==> src/include/serial_clock_pkg.sv <==
// constants and types shared by the serial clock and buffer configuration block
package serial_clock_pkg;

  // register byte offsets
  localparam logic [7:0] OFS_BAUD_CONTROL = 8'h00;
  localparam logic [7:0] OFS_BAUD_FRACTION = 8'h04;
  localparam logic [7:0] OFS_MODE_ZERO = 8'h08;
  localparam logic [7:0] OFS_CHANNEL_CONTROL = 8'h0c;
  localparam logic [7:0] OFS_MODE_TWO = 8'h10;
  localparam logic [7:0] OFS_FIFO_CONFIG = 8'h14;
  localparam logic [7:0] OFS_MODE_ONE = 8'h18;
  localparam logic [7:0] OFS_TIMER_COMPARE = 8'h1c;
  localparam logic [7:0] OFS_STATUS = 8'h20;

  // field positions
  localparam int BRC_N_LSB = 0;
  localparam int BRC_SEL_LSB = 4;
  localparam int BRC_FRAC_BIT = 6;
  localparam int MZ_SRC_LSB = 0;
  localparam int MZ_MODE_LSB = 2;
  localparam int CCR_EXT_BIT = 0;
  localparam int CCR_EDGE_BIT = 1;
  localparam int ST_TXD_BIT = 0;
  localparam int ST_RXD_BIT = 1;
  localparam int ST_FIFO_BIT = 2;
  localparam int ST_RXF_LSB = 4;
  localparam int ST_TXF_LSB = 8;
  localparam int ST_SCLK_BIT = 12;

  // reset values
  localparam logic [31:0] RST_ZERO = 32'h0000_0000;

  // divider and counter figures
  localparam logic [4:0] FRAC_BASE = 5'h10;
  localparam logic [4:0] N_ZERO_MEANS = 5'h10;
  localparam logic [3:0] BIT_LAST = 4'hf;
  localparam logic [6:0] TAP_MASK_2 = 7'h01;
  localparam logic [6:0] TAP_MASK_8 = 7'h07;
  localparam logic [6:0] TAP_MASK_32 = 7'h1f;
  localparam logic [6:0] TAP_MASK_128 = 7'h7f;
  localparam logic [2:0] FIFO_FULL_DEPTH = 3'h4;
  localparam logic [2:0] FIFO_HALF_DEPTH = 3'h2;
  localparam logic [1:0] MODE_IO = 2'h0;

  // uart clock sources
  typedef enum logic [1:0] {
    SRC_TIMER = 2'b00,
    SRC_BAUD  = 2'b01,
    SRC_FSYS  = 2'b10,
    SRC_EXT   = 2'b11
  } clk_src_t;

  // fifo arrangements
  typedef enum logic [1:0] {
    DPX_OFF  = 2'b00,
    DPX_RX   = 2'b01,
    DPX_TX   = 2'b10,
    DPX_FULL = 2'b11
  } duplex_t;

endpackage : serial_clock_pkg

==> src/include/div_if.sv <==
// carrier between the configuration block and its baud divider
`timescale 1ns/1ps
`default_nettype none
interface div_if;
  logic       tick_in;   // prescaler tap pulse
  logic [3:0] n;         // integer ratio, zero means 16
  logic       frac_en;   // fractional division on
  logic [3:0] k;         // fraction numerator term
  logic       tick_out;  // divided pulse
  modport ctl (output tick_in, output n, output frac_en, output k, input tick_out);
  modport div (input tick_in, input n, input frac_en, input k, output tick_out);
endinterface : div_if
`default_nettype wire

==> src/core/serial_clock_and_buffer_config.sv <==
// serial channel clock selection, baud generation and buffer arrangement
//
// Implementation choices: the register offsets and the AHB-Lite interface to the registers.
`timescale 1ns/1ps
`default_nettype none
module serial_clock_and_buffer_config
  import serial_clock_pkg::*;
(
  // clock and reset
  input  wire logic        i_ref_clk,
  input  wire logic        i_reset,
  // ahb-lite slave
  input  wire logic        i_hsel,
  input  wire logic [31:0] i_haddr,
  input  wire logic [1:0]  i_htrans,
  input  wire logic        i_hwrite,
  input  wire logic [2:0]  i_hsize,
  input  wire logic [31:0] i_hwdata,
  input  wire logic        i_hready,
  output logic [31:0]      o_hrdata,
  output logic             o_hreadyout,
  output logic             o_hresp,
  // serial clock pin
  input  wire logic        i_sclk_in,
  output logic             o_sclk_out,
  output logic             o_sclk_oe_n,
  // clock pulses to the shift logic
  output logic             o_serial_bit_clock,
  output logic             o_shift_tick,
  // buffer arrangement
  output logic             o_tx_double,
  output logic             o_rx_double,
  output logic             o_fifo_en,
  output logic [2:0]       o_rx_fifo_depth,
  output logic [2:0]       o_tx_fifo_depth
);

  typedef struct packed {
    // software settings
    logic [3:0]  baud_n;       // integer ratio
    logic [1:0]  baud_input_select;
    logic        frac_en;      // fractional division enable
    logic [3:0]  frac_k;       // fraction term
    logic [1:0]  serial_mode_field;
    logic [1:0]  uart_clock_source;
    logic        sclk_ext;     // serial clock from the pin
    logic        edge_fall;    // shift on falling edge
    logic        buf_double;   // buffer mode bit
    logic        fifo_enable_bit;
    logic [1:0]  duplex;       // fifo arrangement
    logic [15:0] timer_compare_value;
    // bus tracking
    logic        wr_pend;      // write data phase due
    logic        rd_wait;      // read data being fetched
    logic [7:0]  addr;         // latched byte address
    logic [31:0] rdata;        // read data
    // clock generation
    logic [6:0]  pre_cnt;      // prescaler counter
    logic [15:0] tmr_cnt;      // timer counter
    logic        tmr_ff;       // timer flip-flop
    logic        s1;           // pin synchroniser first
    logic        s2;           // pin synchroniser second
    logic        s3;           // edge history
    logic        sclk_out;     // driven serial clock
    logic [3:0]  bit_cnt;      // uart sixteen count
    logic        src_tick;     // selected clock pulse
    logic        shift_tick;   // bit or shift pulse
  } cfg_state_t;

  cfg_state_t st;
  cfg_state_t next_st;

  div_if dv ();

  logic        io_mode;     // i/o interface mode
  logic        tap_tick;    // chosen prescaler tap
  logic        ext_rise;    // pin rising edge
  logic        ext_fall;    // pin falling edge
  logic        tmr_match;   // timer compare hit
  logic        addr_take;   // address phase accepted
  logic        uart_tick;   // uart source pulse
  logic [31:0] rd_mux;      // read data selection
  logic [2:0]  rx_depth;    // receive fifo bytes
  logic [2:0]  tx_depth;    // transmit fifo bytes
  logic        fifo_on;     // fifo active

  baud_divider u_div (
    .i_ref_clk (i_ref_clk),
    .i_reset   (i_reset),
    .dv        (dv.div)
  );

  // divider inputs
  assign dv.n       = st.baud_n;
  assign dv.k       = st.frac_k;
  assign dv.frac_en = st.frac_en && !io_mode;
  assign dv.tick_in = tap_tick;

  assign io_mode = (st.serial_mode_field == MODE_IO);

  // prescaler tap selection
  always_comb
  begin
    if (st.baud_input_select == 2'h0)
      tap_tick = ((st.pre_cnt & TAP_MASK_2) == TAP_MASK_2);
    else if (st.baud_input_select == 2'h1)
      tap_tick = ((st.pre_cnt & TAP_MASK_8) == TAP_MASK_8);
    else if (st.baud_input_select == 2'h2)
      tap_tick = ((st.pre_cnt & TAP_MASK_32) == TAP_MASK_32);
    else
      tap_tick = ((st.pre_cnt & TAP_MASK_128) == TAP_MASK_128);
  end

  // pin edges seen after the synchroniser
  assign ext_rise = st.s2 && !st.s3;
  assign ext_fall = !st.s2 && st.s3;
  assign tmr_match = (st.tmr_cnt >= st.timer_compare_value);

  // uart source clock selection
  always_comb
  begin
    case (clk_src_t'(st.uart_clock_source))
      SRC_TIMER: uart_tick = tmr_match && !st.tmr_ff;
      SRC_BAUD:  uart_tick = dv.tick_out;
      SRC_FSYS:  uart_tick = 1'b1;
      default:   uart_tick = ext_rise;
    endcase
  end

  // fifo arrangement
  always_comb
  begin
    fifo_on = st.buf_double && st.fifo_enable_bit;
    rx_depth = 3'h0;
    tx_depth = 3'h0;
    case (duplex_t'(st.duplex))
      DPX_RX:   rx_depth = FIFO_FULL_DEPTH;
      DPX_TX:   tx_depth = FIFO_FULL_DEPTH;
      DPX_FULL:
      begin
        rx_depth = FIFO_HALF_DEPTH;
        tx_depth = FIFO_HALF_DEPTH;
      end
      default:  rx_depth = 3'h0;
    endcase
    if (!fifo_on)
    begin
      rx_depth = 3'h0;
      tx_depth = 3'h0;
    end
  end

  // register read selection
  always_comb
  begin
    rd_mux = RST_ZERO;
    if (st.addr == OFS_BAUD_CONTROL)
    begin
      rd_mux[BRC_N_LSB +: 4]   = st.baud_n;
      rd_mux[BRC_SEL_LSB +: 2] = st.baud_input_select;
      rd_mux[BRC_FRAC_BIT]     = st.frac_en;
    end
    else if (st.addr == OFS_BAUD_FRACTION)
      rd_mux[3:0] = st.frac_k;
    else if (st.addr == OFS_MODE_ZERO)
    begin
      rd_mux[MZ_SRC_LSB +: 2]  = st.uart_clock_source;
      rd_mux[MZ_MODE_LSB +: 2] = st.serial_mode_field;
    end
    else if (st.addr == OFS_CHANNEL_CONTROL)
    begin
      rd_mux[CCR_EXT_BIT]  = st.sclk_ext;
      rd_mux[CCR_EDGE_BIT] = st.edge_fall;
    end
    else if (st.addr == OFS_MODE_TWO)
      rd_mux[0] = st.buf_double;
    else if (st.addr == OFS_FIFO_CONFIG)
      rd_mux[0] = st.fifo_enable_bit;
    else if (st.addr == OFS_MODE_ONE)
      rd_mux[1:0] = st.duplex;
    else if (st.addr == OFS_TIMER_COMPARE)
      rd_mux[15:0] = st.timer_compare_value;
    else if (st.addr == OFS_STATUS)
    begin
      rd_mux[ST_TXD_BIT]      = o_tx_double;
      rd_mux[ST_RXD_BIT]      = o_rx_double;
      rd_mux[ST_FIFO_BIT]     = fifo_on;
      rd_mux[ST_RXF_LSB +: 3] = rx_depth;
      rd_mux[ST_TXF_LSB +: 3] = tx_depth;
      rd_mux[ST_SCLK_BIT]     = st.sclk_out;
    end
    else
      rd_mux = RST_ZERO;
  end

  assign addr_take = i_hsel && i_htrans[1] && i_hready;

  // next state of the whole block
  always_comb
  begin
    next_st = st;
    // bus address phase
    if (addr_take)
    begin
      next_st.addr    = {i_haddr[7:2], 2'b00};
      next_st.wr_pend = i_hwrite;
      next_st.rd_wait = !i_hwrite;
    end
    else if (i_hready)
    begin
      next_st.wr_pend = 1'b0;
    end
    // read data is captured in the wait cycle
    if (st.rd_wait)
    begin
      next_st.rdata   = rd_mux;
      next_st.rd_wait = 1'b0;
    end
    // write data phase
    if (st.wr_pend)
    begin
      if (st.addr == OFS_BAUD_CONTROL)
      begin
        next_st.baud_n            = i_hwdata[BRC_N_LSB +: 4];
        next_st.baud_input_select = i_hwdata[BRC_SEL_LSB +: 2];
        next_st.frac_en           = i_hwdata[BRC_FRAC_BIT];
      end
      else if (st.addr == OFS_BAUD_FRACTION)
        next_st.frac_k = i_hwdata[3:0];
      else if (st.addr == OFS_MODE_ZERO)
      begin
        next_st.uart_clock_source = i_hwdata[MZ_SRC_LSB +: 2];
        next_st.serial_mode_field = i_hwdata[MZ_MODE_LSB +: 2];
      end
      else if (st.addr == OFS_CHANNEL_CONTROL)
      begin
        next_st.sclk_ext  = i_hwdata[CCR_EXT_BIT];
        next_st.edge_fall = i_hwdata[CCR_EDGE_BIT];
      end
      else if (st.addr == OFS_MODE_TWO)
        next_st.buf_double = i_hwdata[0];
      else if (st.addr == OFS_FIFO_CONFIG)
        next_st.fifo_enable_bit = i_hwdata[0];
      else if (st.addr == OFS_MODE_ONE)
        next_st.duplex = i_hwdata[1:0];
      else if (st.addr == OFS_TIMER_COMPARE)
        next_st.timer_compare_value = i_hwdata[15:0];
      else
        next_st.duplex = st.duplex;
    end
    // free-running prescaler
    next_st.pre_cnt = st.pre_cnt + 7'h01;
    // timer flip-flop toggles on each match
    if (tmr_match)
    begin
      next_st.tmr_cnt = 16'h0001;
      next_st.tmr_ff  = !st.tmr_ff;
    end
    else
      next_st.tmr_cnt = st.tmr_cnt + 16'h0001;
    // pin synchroniser and edge history
    next_st.s1 = i_sclk_in;
    next_st.s2 = st.s1;
    next_st.s3 = st.s2;
    // clock pulses to the shift logic
    next_st.src_tick   = 1'b0;
    next_st.shift_tick = 1'b0;
    if (io_mode)
    begin
      next_st.bit_cnt = 4'h0;
      if (!st.sclk_ext)
      begin
        // halve baud output, shift on rise
        if (dv.tick_out)
        begin
          next_st.sclk_out   = !st.sclk_out;
          next_st.src_tick   = 1'b1;
          next_st.shift_tick = !st.sclk_out;
        end
      end
      else
      begin
        next_st.sclk_out = 1'b0;
        if (st.edge_fall ? ext_fall : ext_rise)
        begin
          next_st.src_tick   = 1'b1;
          next_st.shift_tick = 1'b1;
        end
      end
    end
    else
    begin
      next_st.sclk_out = 1'b0;
      if (uart_tick)
      begin
        next_st.src_tick   = 1'b1;
        next_st.bit_cnt    = st.bit_cnt + 4'h1;
        next_st.shift_tick = (st.bit_cnt == BIT_LAST);
      end
    end
  end

  // state register
  always_ff @(posedge i_ref_clk)
  begin
    if (i_reset)
      st <= '0;
    else
      st <= next_st;
  end

  // bus answers
  assign o_hrdata    = st.rdata;
  assign o_hreadyout = !st.rd_wait;
  assign o_hresp     = 1'b0;

  // serial clock pin, driven only in i/o mode with internal clock
  assign o_sclk_out  = st.sclk_out;
  assign o_sclk_oe_n = !(io_mode && !st.sclk_ext);

  assign o_serial_bit_clock = st.src_tick;
  assign o_shift_tick       = st.shift_tick;

  assign o_tx_double = st.buf_double;
  assign o_rx_double = st.buf_double || !io_mode || st.sclk_ext;
  assign o_fifo_en       = fifo_on;
  assign o_rx_fifo_depth = rx_depth;
  assign o_tx_fifo_depth = tx_depth;

endmodule : serial_clock_and_buffer_config
`default_nettype wire

==> src/core/baud_divider.sv <==
// integer or fractional divider for prescaler tap pulses
`timescale 1ns/1ps
`default_nettype none
module baud_divider
  import serial_clock_pkg::*;
(
  // clock and reset
  input  wire logic i_ref_clk,
  input  wire logic i_reset,
  // divider carrier
  div_if.div        dv
);

  typedef struct packed {
    logic [4:0] cnt;   // input pulses in this period
    logic [3:0] acc;   // fraction accumulator
    logic       lng;   // this period takes one extra pulse
    logic       out;   // output pulse
  } div_state_t;

  div_state_t st;
  div_state_t next_st;
  logic [4:0] len;   // current period length
  logic [4:0] sum;   // accumulator plus step

  // next state of the divider
  always_comb
  begin
    next_st = st;
    next_st.out = 1'b0;
    len = ((dv.n == 4'h0) ? N_ZERO_MEANS : {1'b0, dv.n}) + {4'h0, st.lng};
    sum = {1'b0, st.acc} + (FRAC_BASE - {1'b0, dv.k});
    if (dv.tick_in)
    begin
      if (st.cnt + 5'h01 >= len)
      begin
        next_st.cnt = 5'h00;
        next_st.out = 1'b1;
        if (dv.frac_en)
        begin
          next_st.acc = sum[3:0];
          next_st.lng = sum[4];
        end
        else
        begin
          next_st.acc = 4'h0;
          next_st.lng = 1'b0;
        end
      end
      else
      begin
        next_st.cnt = st.cnt + 5'h01;
      end
    end
  end

  // state register
  always_ff @(posedge i_ref_clk)
  begin
    if (i_reset)
      st <= '0;
    else
      st <= next_st;
  end

  assign dv.tick_out = st.out;

endmodule : baud_divider
`default_nettype wire

==> config.mk <==
export PLATFORM = sky130hd
export DESIGN_NAME = serial_clock_and_buffer_config
export DESIGN_NICKNAME = d
export VERILOG_FILES = /design/src/include/serial_clock_pkg.sv /design/src/include/div_if.sv /design/src/core/serial_clock_and_buffer_config.sv /design/src/core/baud_divider.sv
export SDC_FILE = /design/constraint.sdc
export NUM_CORES = 1
export LEC_CHECK = 0
export ABC_AREA = 1
export BUFFER_PORTS_ARGS = -buffer_cell sky130_fd_sc_hd__buf_2
export CAP_MARGIN = 20
export CORE_MARGIN = 1
export CORE_UTILIZATION = 55
export CTS_CLUSTER_SIZE = 20
export DETAILED_ROUTE_END_ITERATION = 10
export PLACE_DENSITY_LB_ADDON = 0.3
export REMOVE_ABC_BUFFERS = 1
export SETUP_SLACK_MARGIN = 0.15
export SYNTH_ARGS = -nofsm -noshare
export SYNTH_HDL_FRONTEND = slang
export SYNTH_SLANG_ARGS = --single-unit
==> constraint.sdc <==
create_clock -name i_ref_clk -period 2.7 [get_ports i_ref_clk]
set_input_delay 0 -clock i_ref_clk [delete_from_list [all_inputs] [get_ports i_ref_clk]]
set_output_delay 0 -clock i_ref_clk [all_outputs]
set_load 0.005 [all_outputs]
# Word level (Yosys, flattened, before mapping)

Cells that the tools add are included.

Input bits: 75
Register bits after elaboration: 122

Bitwise operators: 9
Reduce and logical (&&, ||, !) cells: 39
Muxes and demuxes: 62
Equality and inequality tests: 19
Order comparisons: 2
$add $sub $neg: 7

Operators by type and width:

| kind                                                                  | number |
|---|---|
| 19-bit two-way mux                                                    | 8 |
| 16-bit two-way mux                                                    | 9 |
| 31-bit two-way mux                                                    | 2 |
| 30-bit two-way mux                                                    | 2 |
| 28-bit two-way mux                                                    | 2 |
| 2-bit two-way mux                                                     | 13 |
| 25-bit two-way mux                                                    | 1 |
| 6-bit by 3-bit equality test with 1-bit output, second input constant | 4 |
| 16-bit by 1-bit adder with 16-bit output, second input constant       | 1 |
| 16-bit greater-or-equal comparator                                    | 1 |
| 3-bit two-way mux                                                     | 5 |
| 5-bit two-way mux                                                     | 3 |
| 6-bit by 2-bit equality test with 1-bit output, second input constant | 2 |
| 3-bit one-hot mux with 2 select lines                                 | 2 |
| 1-bit two-way mux                                                     | 11 |
| 1-bit zero test                                                       | 9 |
| 1-bit NOT                                                             | 9 |
| 9-bit AND reduction                                                   | 1 |
| 2-bit equality test, second input constant                            | 4 |
| 1-bit logical AND                                                     | 8 |
| 8-bit zero test                                                       | 1 |
| 4-bit two-way mux                                                     | 2 |
| 8-bit AND reduction                                                   | 1 |
| 2-bit OR reduction                                                    | 4 |
| 27 further kinds                                                      | 33 |

# Longest topological paths before layout

Gate-level depths: netlist (run 1).

Depth in word-level cells: 30
Mapped depth: 17
Mapped depth without buffers: 16

# Hierarchy

A second synthesis (run 1) with hierarchy kept.

Cells, all modules: 732
Area, all modules: 5482.8 um2

By module, submodules not included:

| module                         | cells each | instances | sequential area each (um2) | area each (um2) |
|---|---|---|---|---|
| serial_clock_and_buffer_config | 620        | 1         | 1901.8                     | 4664.5 |
| baud_divider                   | 112        | 1         | 220.2                      | 818.3 |

# Worst setup path before layout (run 1)

Ideal clock, no wire load.

Path type: register -> register
Start: register st, in the netlist dv.n[0]
End: register u_div.st[5] (netlist name)
Setup time: 0.074 ns
Clock period less this slack: 2.228 ns
Arrival time: 2.154 ns
Slack: 0.472 ns
Cell stages (with the launch flop): 17
Cells stage by stage: dfxtp_1 clkbuf_1 ha_1 ha_1 nand3_1 o41ai_1 inv_1 ha_1 nand2_1 o21a_1 o21ai_0 a21oi_1 nor2_1 inv_2 nor2_4 nand2_1 o21ai_0

Longest elaborated chain between the ends: 5

Ends and longest elaborated chain:

| what                                     | line                                  | text |
|---|---|---|
| from (decl)                              | serial_clock_and_buffer_config.sv:70  | `cfg_state_t st;` |
| from (signal assigned)                   | serial_clock_and_buffer_config.sv:309 | `st <= next_st;` |
| 4-bit zero test                          | baud_divider.sv:31                    | `len = ((dv.n == 4'h0) ? N_ZERO_MEANS : {1'b0, dv.n}) + {4'h0, st.lng};` |
| 5-bit two-way mux *                      | baud_divider.sv:31                    |  |
| 5-bit by 1-bit adder with 5-bit output * | baud_divider.sv:31                    |  |
| 5-bit greater-or-equal comparator *      | baud_divider.sv:35                    | `if (st.cnt + 5'h01 >= len)` |
| 2-bit AND reduction (no source line) *   | n/a                                   |  |
| to (signal assigned)                     | baud_divider.sv:63                    | `st <= next_st;` |
| to (decl)                                | baud_divider.sv:21                    | `div_state_t st;` |

Every way passes the cells marked *; elsewhere a longest branch is shown, timed or not.
A chain may end at the register's enable or synchronous reset.

# Worst setup path in the final report (run 1)

Start: register st, in the netlist dv.n[0]
End: register u_div.st[2] (netlist name)

Same word-level chain as after synthesis.

==> results of run 1 <==
## through the flow
step	util, %	cells
after floorplan	-	691
after global placement	58.3	884
after detailed placement	58.3	884
after CTS	63.4	928
after global routing	63.7	931
final	63.7	931
## worst max path at each step
stage / start / endpoint / cells past startpoint
final: dv.n[0] / u_div.st[2] / 12
after CTS: dv.n[0] / u_div.st[2] / 15
after detailed placement: dv.n[0] / u_div.st[2] / 15
after global routing: dv.n[0] / u_div.st[2] / 14
after global placement: dv.n[0] / u_div.st[2] / 15
after floorplan: dv.n[0] / u_div.st[2] / 14
## worst reg2reg max path: stages (launching register included)
cell	delay, ns
sky130_fd_sc_hd__dfxtp_2	0.36
sky130_fd_sc_hd__ha_1	0.19
sky130_fd_sc_hd__ha_1	0.20
sky130_fd_sc_hd__xnor2_1	0.14
sky130_fd_sc_hd__ha_1	0.33
sky130_fd_sc_hd__a21oi_1	0.20
sky130_fd_sc_hd__o21a_1	0.13
sky130_fd_sc_hd__o21ai_0	0.07
sky130_fd_sc_hd__a21oi_1	0.16
sky130_fd_sc_hd__nor2_2	0.08
sky130_fd_sc_hd__inv_2	0.12
sky130_fd_sc_hd__nand2_2	0.12
sky130_fd_sc_hd__o21ai_0	0.17
## cells by family after synthesis
group,share of synthesized area [%]
other cells,0.0684
compound gates,16.8
simple gates,20.3
xor+xnor,2.24
fa+ha+maj,7.90
buf+inv,13.9
flops,38.7
## placed cells by master (no fill, tap or decap), drive strengths merged, types with 8 or more instances in the layout
cell	count
inv	112
dfxtp	106
nand2	95
a21oi	86
nor2	67
buf	63
o21ai	62
nand3	35
ha	33
dlygate4sd3	28
conb	19
nor3	16
nand4	11
clkbuf	9
xor2	8
## sequential cells by signal, indices dropped and copies added, names as in the netlist
| register | count |
|---|---|
| dv.k | 4 |
| dv.n | 4 |
| next_st | 2 |
| o_hrdata | 16 |
| o_sclk_out | 1 |
| o_serial_bit_clock | 1 |
| o_shift_tick | 1 |
| o_tx_double | 1 |
| st | 65 |
| u_div.dv.tick_out | 1 |
| u_div.st | 10 |
## power by group through the flow
stage          Sequential (W)  Clock [W]  Combinational (W)
2_1_floorplan         0.00165          0           0.000183
3_5_place_dp          0.00166          0           0.000271
6_report              0.00163    0.00104           0.000311
4_1_cts               0.00162    0.00107           0.000302
3_3_place_gp          0.00166          0           0.000260
5_1_grt               0.00163    0.00113           0.000348
## layer usage
layer	vias up	GRT usage, %	share of wire, %
met1	2304	32.8	44
met4	0	8.90	2.7
met3	34	5.88	5.3
met2	154	43.0	48
met5	-	0	0
li1	2468	-	-
## final cells by class
class	count	area, sq um
clock inverter	7	87.6
timing repair buffer	91	613
sequential	106	2120
inverter	110	413
fill	856	3530
tap	133	166
clock buffer	9	124
multi-input combinational	475	2670
## what timing repair did
item / in CTS / in global routing
hold buffers: 28 / 0
buffers inserted: 0 / 3
resized for setup: 0 / 6
endpoints found under the hold margin: 39 / 0
endpoints found under the setup margin: 0 / 11
==> metrics.md, run 1 <==
| Metric | Value |
|---|---|
| Number of remaining DRC errors | 0 |
| Pwr Total | 0.00298 W |
| Worst setup skew after layout | 0.0212 ns |
| Initial antenna violation count | 0 |
| Number of iterations in the first detailed-routing pass | 5 |
| Pins over their slew limit | 0 |
| Final net count | 902 |
| # port buffers | 56 |
| Portion of total power attributed to combinational logic | 10.4% |
| Starting density of the core | 56.4% |
| First-iteration detailed-routing DRC count | 305 |
| Clk root buf | sky130_fd_sc_hd__clkbuf_8 |
| Layout cells sized above 1 | 13.3% |
| Startpoint kind of the worst setup timing path | register |
| Setup TNS | 0 ns |
| Beginning of the worst hold path | i_hready |
| Internal Dissipation | 0.00217 W |
| Hold Crit Class | primary input to register |
| First-pass GRT wire length | 20.7 mm |
| RR Endpoint | u_div.st[2] |
| Synth top cells by count | 108 x sky130_fd_sc_hd__inv_1, 106 x sky130_fd_sc_hd__dfxtp_1, 92 x sky130_fd_sc_hd__nand2_1, 85 x sky130_fd_sc_hd__a21oi_1, 65 x sky130_fd_sc_hd__nor2_1 |
| Routed via count divided by cell count | 5.33 |
| Post-route cell area | 6200 sq um |
| Slack of the worst reg-to-reg path | 0.36 ns |
| EDFF count, synth | 0 |
| Post-Place Worst Slack | 0.203 ns |
| Top flip-flop cell by instance count after synthesis | sky130_fd_sc_hd__dfxtp_1 |
| Number of buffers created by CTS | 9 |
| Worst Path Buf+Inv | 1 |
| Worst reg2reg startpoint | dv.n[0] |
| Number of max-capacitance violations reported | 0 |
| Sort of element at the end of the critical path | register |
| Fmax | 428 MHz |
| Placeable core region | 9730 sq um |
| Final critical-path share of the clock period | 86.6% |
| Number of hold violations in the final report | 0 |
| Slew @ Worst Pin | 0.752 ns |
| Detailed placer's ending HPWL | 9.02 mm |
| Count of cells along the worst register-to-register path | 12 |
| Number of inserted diodes | 0 |
| Required time worst endpoint | 3.02 ns |
| Net switching share of the total power | 27.3% |
| Total wire length after detailed routing | 12.8 mm |
| Die boundary height | 102 um |
| Num rows | 36 |
| Post-synthesis async set-or-reset flop share | 0% |
| Total global-route track usage | 25.8% |
| Worst hold path cell count | 3 |
| Slew Limit Headroom | 49.5% |
| Largest fanout on the critical path | 6 |
| Most frequently used cell type in the post-synthesis netlist | sky130_fd_sc_hd__inv_1 |
| Routed wire length per instance | 13.8 um |
| Sw Pwr | 0.000813 W |
| VDD IR max | 0.336 mV |
| Average size of a mapped cell | 7.53 sq um |
| Sequential group share of total power | 54.6% |
| Ys Warns | 0 |
| FF+latch count, synth | 106 |
| Gpl congestion | 0.861 |
| Horizontal die dimension | 102 um |
| Portion of synthesized cell area occupied by the leading cell type | 38.7% |
| Most area-hungry cell type in the Yosys netlist | sky130_fd_sc_hd__dfxtp_1 |
| Gate count of the mapped netlist | 728 |
| Cell seen most often among critical-path stages | sky130_fd_sc_hd__ha_1 |
| Full die area | 10,400 sq um |
| Cell class contributing the biggest share of worst-path delay | compound AO/OA/AOI/OAI gates |
| Outcome | complete, no violations |
| Standard cell with the maximum stage delay on the critical path | sky130_fd_sc_hd__dfxtp_2 |
| Count of pins on the block boundary | 122 |
| Critical Path, Cell by Cell | ha_1 > ha_1 > xnor2_1 > ha_1 > a21oi_1 > o21a_1 > o21ai_0 > a21oi_1 > nor2_2 > inv_2 > nand2_2 > o21ai_0 |
| P per Cell Area | 480 nW/um^2 |
| Post-synthesis instance area | 5480 sq um |
| Clock transition at path regs | 0.11 ns |
| Number of global-route vias before repair | 4,473 |
| Synth cell types | 49 |
| Cell types occupying the most area after synthesis | sky130_fd_sc_hd__dfxtp_1 39%, sky130_fd_sc_hd__a21oi_1 7.8%, sky130_fd_sc_hd__ha_1 7.5% |
| Placed Instance Area | 5680 sq um |
| ANT nets after route | 0 |
| Unrepaired setup endpoints after global routing | no |
| Total of endpoints with negative setup slack in the final report | 0 |
| Total vias in the final route | 4,960 |
| TritonCTS clock tree | yes |
| Synth-to-layout area growth | 13.1% |
| Seq/Total Area, Yosys | 38.7% |
| Category of the most critical setup path | register to register |
| Clock period minus worst slack | 2.34 ns |
| Largest net degree at the start of global routing | 50 |
| Bufs on Longest Clock Path | 2 |
| Clock H-tree levels | 3 |
| Clock sink count | 106 |
| WP data arrival | 2.66 ns |
| Remaining global-route overflow | 0 |
| Worst skew pair latency | 0.39 ns |
| Worst Slack Setup Final | 0.363 ns |
| Clock power share | 35.0% |
| Leakage power figure | 2.70 nW |
| Terminating pin of the worst hold path | st[74] |
| Min Hold Slack | 0.149 ns |
| Worst path max stage delay | 0.36 ns |
Power figures use the tool's default switching activity.
==> run 2: changes to the inputs <==
BUFFER_PORTS_ARGS = -buffer_cell sky130_fd_sc_hd__buf_4   (was -buffer_cell sky130_fd_sc_hd__buf_2)
==> metrics.md, run 2 (synthesis gave the netlist of run 1 again) <==
| Metric | Value |
|---|---|
| First-pass GRT wire length | 20.6 mm |
| First-iteration detailed-routing DRC count | 358 |
| Register bank with the most flops | st |
| Die boundary height | 102 um |
| Unrepaired setup endpoints after global routing | no |
| Detailed placer's ending HPWL | 9.07 mm |
| Beginning of the worst hold path | i_reset |
| Number of iterations in the first detailed-routing pass | 6 |
| Largest net degree at the start of global routing | 51 |
| Final net count | 898 |
| Slack of the worst reg-to-reg path | 0.30 ns |
| Remaining global-route overflow | 0 |
| Number of global-route vias before repair | 4,459 |
| Worst setup skew after layout | 0.0144 ns |
| Clk root buf | sky130_fd_sc_hd__clkbuf_8 |
| Final non-filler cell total | 926 |
| WP data arrival | 2.72 ns |
| Slew @ Worst Pin | 0.740 ns |
| Routed via count divided by cell count | 5.33 |
| Clock sink count | 106 |
| RR Endpoint | u_div.st[5] |
| # port buffers | 56 |
| Number of buffers created by CTS | 9 |
| Number of remaining DRC errors | 0 |
| Outcome | complete, no violations |
| Total global-route track usage | 25.7% |
| Placeable core region | 9730 sq um |
| P per Cell Area | 469 nW/um^2 |
| Starting density of the core | 56.4% |
| Largest fanout on the critical path | 5 |
| Clock H-tree levels | 3 |
| Worst hold path cell count | 2 |
| Flip-flop count of the largest register after layout | 65 |
| Terminating pin of the worst hold path | st[7] |
| Fmax | 417 MHz |
| Number of inserted diodes | 0 |
| Bufs on Longest Clock Path | 2 |
| Required time worst endpoint | 3.03 ns |
| Count of pins on the block boundary | 122 |
| Final critical-path share of the clock period | 88.8% |
| Total vias in the final route | 4,936 |
| Count of cells along the worst register-to-register path | 15 |
| Hold Crit Class | primary input to register |
| Num rows | 36 |
| Number of hold violations in the final report | 0 |
| Total wire length after detailed routing | 13.0 mm |
| Pins over their slew limit | 0 |
| Category of the most critical setup path | register to register |
| Clock transition at path regs | 0.11 ns |
| Critical Path, Cell by Cell | ha_4 > ha_2 > nand3_1 > o41ai_1 > inv_1 > ha_4 > nand2_1 > o21a_1 > o21ai_1 > a21oi_1 > nor2_2 > inv_2 > nor2_4 > nand2_1 > o21ai_1 |
| Setup TNS | 0 ns |
| Gpl congestion | 0.839 |
| Cells after DPL | 884 |
| Number of max-capacitance violations reported | 0 |
| Routed wire length per instance | 14.0 um |
| Startpoint kind of the worst setup timing path | register |
| Worst skew pair latency | 0.40 ns |
| VDD IR max | 0.318 mV |
| TritonCTS clock tree | yes |
| Sort of element at the end of the critical path | register |
| ANT nets after route | 0 |
| Clock period minus worst slack | 2.40 ns |
| Standard cell with the maximum stage delay on the critical path | sky130_fd_sc_hd__dfxtp_2 |
| Layout cells sized above 1 | 13.6% |
| Total of endpoints with negative setup slack in the final report | 0 |
| Leakage power figure | 2.70 nW |
| Synth-to-layout area growth | 15.5% |
| Pwr Total | 0.00297 W |
| Worst reg2reg startpoint | dv.n[0] |
| Commonest non-fill, non-tap cell in the layout | sky130_fd_sc_hd__inv_1 |
| Horizontal die dimension | 102 um |
| Commonest cells after routing, fill and taps aside | 108 x sky130_fd_sc_hd__inv_1, 104 x sky130_fd_sc_hd__dfxtp_1, 91 x sky130_fd_sc_hd__nand2_1 |
| Full die area | 10,400 sq um |
| Slew Limit Headroom | 50.3% |
| Worst path max stage delay | 0.40 ns |
| Initial antenna violation count | 0 |
-- run 2: cell types whose count changed in the layout (fill, tap and decap cells not counted), moves of 2 or more --
cell                            before  now
sky130_fd_sc_hd__buf_2              56    0
sky130_fd_sc_hd__ha_1               33   30
sky130_fd_sc_hd__dlygate4sd3_1      28   26
sky130_fd_sc_hd__o21ai_1             3    5
sky130_fd_sc_hd__buf_4               7   61
sky130_fd_sc_hd__ha_4                0    2
sky130_fd_sc_hd__o21ai_0            59   57
-- run 2: worst max-delay path, delay by kind of cell, from the launching register on --
family	cells	cell delay, ns
adders and majority gates	3	0.62
AOI/OAI and AO/OA	5	0.56
and+or+nand+nor	5	0.51
DFF	1	0.40
buffers and inverters	2	0.24
-- run 2: through the flow --
| stage | worst slack [ns] | instance area (sq um) | utilization (%) | hold slack, ns |
|---|---|---|---|---|
| final | 0.301 | 6330 | 65.1 | 0.0265 |
| after global routing | 0.138 | 6330 | 65.1 | 0.0415 |
| after CTS | 0.198 | 6280 | 64.5 | 0.0153 |
| after detailed placement | 0.160 | 5820 | 59.8 | 0.178 |
| after global placement | 0.336 | 5820 | 59.8 | 0.173 |
| after floorplan | 0.537 | 5200 | - | 0.0667 |
-- run 2: how the worst max path moves through the flow --
stage	from	endpoint	slack, ns	cells past startpoint
3_3_place_gp	dv.n[0]	u_div.st[2]	0.34	15
5_1_grt	dv.n[0]	u_div.st[5]	0.14	15
4_1_cts	dv.n[0]	u_div.st[5]	0.20	16
2_1_floorplan	dv.n[0]	u_div.st[2]	0.54	14
3_5_place_dp	dv.n[0]	u_div.st[2]	0.16	15
6_report	dv.n[0]	u_div.st[5]	0.30	15
-- run 2: cell type report --
class,instances,area [sq um]
multi-input cells,475,2710
well taps,133,166
clock buffers,9,124
inverters,110,413
repair buffers,87,718
fillers,858,3400
flip-flops and latches,106,2120
clock inverters,6,75.1
-- run 2: per-layer routing --
layer | global-route usage [%] | vias up | share of wire (%)
met3 | 6.16 | 23 | 5.3
li1 | - | 2457 | -
met2 | 44.2 | 148 | 50
met4 | 8.46 | 0 | 1.8
met5 | 0 | - | 0
met1 | 31.8 | 2308 | 43
-- run 2: repair_timing --
| action | CTS | global route |
|---|---|---|
| hold endpoints to repair | 36 | 0 |
| endpoints found under the setup margin | 2 | 9 |
| hold buffers | 26 | 0 |
| buffers inserted | 0 | 1 |
| resized for setup | 1 | 13 |
| pin swaps | 0 | 2 |
| cloned | 0 | 0 |
-- run 2: power by group --
part | internal, W | switching [W]
sequential | 0.00160 | 0.0000311
clock | 0.000437 | 0.000578
combinational | 0.000141 | 0.000191
total | 0.00217 | 0.000800
==> run 3: changes to the inputs <==
CORE_ASPECT_RATIO = 1.75   (was not set)
==> metrics.md, run 3 (synthesis gave the netlist of run 1 again) <==
| Metric | Value |
|---|---|
| Outcome | complete, no violations |
| Number of max-capacitance violations reported | 0 |
| Initial antenna violation count | 0 |
| Clk root buf | sky130_fd_sc_hd__clkbuf_16 |
| Beginning of the worst hold path | i_hwdata[1] |
| # fillers | 803 |
| Horizontal die dimension | 77.5 um |
| Setup TNS | 0 ns |
| Highest Signal Layer | met4 |
| Final critical-path share of the clock period | 87.5% |
| Slew @ Worst Pin | 0.750 ns |
| Clock sink count | 106 |
| P per Cell Area | 536 nW/um^2 |
| Layout cells sized above 1 | 14.0% |
| Worst skew pair latency | 0.35 ns |
| Number of hold violations in the final report | 0 |
| First-iteration detailed-routing DRC count | 356 |
| Full die area | 10,400 sq um |
| Internal Dissipation | 0.00264 W |
| Hold Crit Class | primary input to register |
| Pins over their slew limit | 0 |
| Sequential group share of total power | 46.9% |
| Post-Place Worst Slack | 0.138 ns |
| Leakage power figure | 2.77 nW |
| Unrepaired setup endpoints after global routing | no |
| Clock H-tree levels | 3 |
| Total wire length after detailed routing | 13.6 mm |
| Commonest cells after routing, fill and taps aside | 108 x sky130_fd_sc_hd__inv_1, 105 x sky130_fd_sc_hd__dfxtp_1, 91 x sky130_fd_sc_hd__nand2_1 |
| Number of remaining DRC errors | 0 |
| Clock power share | 43.3% |
| Placeable core region | 9590 sq um |
| Num rows | 47 |
| Startpoint kind of the worst setup timing path | register |
| Sort of element at the end of the critical path | register |
| Category of the most critical setup path | register to register |
| Util after Layout | 67.5% |
| Die boundary height | 134 um |
| Slew Limit Headroom | 49.6% |
| Sw Pwr | 0.000827 W |
| ANT nets after route | 0 |
| TritonCTS clock tree | yes |
| Met1 routed wirelength after detailed routing | 5.17 mm |
| Net switching share of the total power | 23.8% |
| WP data arrival | 2.64 ns |
| Total length of routed met3 wires | 513 um |
| Min Hold Slack | 0.0425 ns |
| First-pass GRT wire length | 21.9 mm |
| Commonest non-fill, non-tap cell in the layout | sky130_fd_sc_hd__inv_1 |
| Synth-to-layout area growth | 18.1% |
| Portion of total power attributed to combinational logic | 9.7% |
| Count of pins on the block boundary | 122 |
| Starting density of the core | 57.2% |
| Critical Path Start | dv.n[0] |
| Worst setup skew after layout | 0.00624 ns |
| Number of inserted diodes | 0 |
| Total vias in the final route | 4,984 |
| Worst reg2reg startpoint | dv.n[0] |
| Cell class contributing the biggest share of worst-path delay | adder cells |
| Bufs on Longest Clock Path | 2 |
| Sum of met2 wire segment lengths after detailed routing | 7.23 mm |
| Number of iterations in the first detailed-routing pass | 6 |
| Routed via count divided by cell count | 5.44 |
| Total global-route track usage | 26.9% |
| Detailed placer's ending HPWL | 9.75 mm |
| Required time worst endpoint | 2.98 ns |
| Worst Path Buf+Inv | 2 |
| Remaining global-route overflow | 0 |
| Routed wire length per instance | 14.8 um |
| Largest fanout on the critical path | 5 |
| Flip-flop count of the largest register after layout | 65 |
| Clock period minus worst slack | 2.36 ns |
| VDD IR max | 0.400 mV |
| Worst path max stage delay | 0.36 ns |
| Number of global-route vias before repair | 4,822 |
| # port buffers | 56 |
| Critical Path, Cell by Cell | ha_2 > ha_2 > nand3_1 > o41ai_1 > inv_1 > ha_4 > nand2_1 > o21a_1 > o21ai_1 > a21oi_1 > nor2_2 > inv_2 > nor2_4 > nand2_1 > o21ai_1 |
| Worst Slack Setup Final | 0.336 ns |
| Largest net degree at the start of global routing | 35 |
| Total of endpoints with negative setup slack in the final report | 0 |
| Number of buffers created by CTS | 9 |
| Fmax | 423 MHz |
| Standard cell with the maximum stage delay on the critical path | sky130_fd_sc_hd__dfxtp_4 |
| Register bank with the most flops | st |
| Final net count | 899 |
| Gpl congestion | 0.935 |
| Clock transition at path regs | 0.07 ns |
[run 3: cell types whose count changed in the layout (fill, tap and decap cells not counted), moves of 3 or more]
cell	previous run	this run
sky130_fd_sc_hd__clkbuf_8	9	0
sky130_fd_sc_hd__clkbuf_16	0	9
sky130_fd_sc_hd__nor3_2	3	6
sky130_fd_sc_hd__nor3_1	11	8
[run 3: cell type report]
class | count | area [sq um] | share of cell area, %
Multi-Input combinational cell | 475 | 2710 | 41.9
Clock buffer | 9 | 225 | 3.48
Inverter | 110 | 413 | 6.38
Timing Repair Buffer | 88 | 726 | 11.2
Tap cell | 122 | 153 | 2.36
Clock inverter | 7 | 116 | 1.80
Sequential cell | 106 | 2130 | 32.8
[run 3: worst paths after layout]
check                              endpoint  slack (ns)  depth (start not counted)
worst max-delay path            u_div.st[1]        0.34                         15
worst min-delay path                 st[99]        0.04                          3
worst max register to register  u_div.st[1]        0.34                         15
worst min register to register   next_st[7]        0.41                          2
[run 3: metrics by stage]
step	power, W	area [sq um]	cells
after global routing	0.00358	6470	917
after detailed placement	0.00195	5810	874
after floorplan	0.00184	5200	691
final	0.00347	6470	917
after global placement	0.00193	5810	874
after CTS	0.00346	6410	916
[run 3: repair_timing]
item,4_1_cts,5_1_grt
pin swaps,0,1
buffers inserted,0,1
resized for setup,1,14
endpoints found under the hold margin,33,0
hold buffers,26,0
endpoints found under the setup margin,2,10
[run 3: routing by layer]
layer	vias up	track usage (%)
met1	2305	28.2
met5	-	0
met3	53	3.20
li1	2460	-
met4	0	16.0
met2	166	50.3
[run 3: power by group through the flow]
stage	logic [W]	clock network (W)	registers, W
after floorplan	0.000183	0	0.00165
after CTS	0.000316	0.00152	0.00163
after global routing	0.000378	0.00157	0.00163
after detailed placement	0.000284	0	0.00166
final	0.000338	0.00150	0.00163
after global placement	0.000273	0	0.00166
[run 3: worst register-to-register path: stages (launching register included)]
cell                      delay (ns)
sky130_fd_sc_hd__dfxtp_4        0.36
sky130_fd_sc_hd__ha_2           0.20
sky130_fd_sc_hd__ha_2           0.19
sky130_fd_sc_hd__nand3_1        0.07
sky130_fd_sc_hd__o41ai_1        0.08
sky130_fd_sc_hd__inv_1          0.13
sky130_fd_sc_hd__ha_4           0.29
sky130_fd_sc_hd__nand2_1        0.07
sky130_fd_sc_hd__o21a_1         0.18
sky130_fd_sc_hd__o21ai_1        0.07
sky130_fd_sc_hd__a21oi_1        0.06
sky130_fd_sc_hd__nor2_2         0.15
sky130_fd_sc_hd__inv_2          0.10
sky130_fd_sc_hd__nor2_4         0.10
sky130_fd_sc_hd__nand2_1        0.08
sky130_fd_sc_hd__o21ai_1        0.15
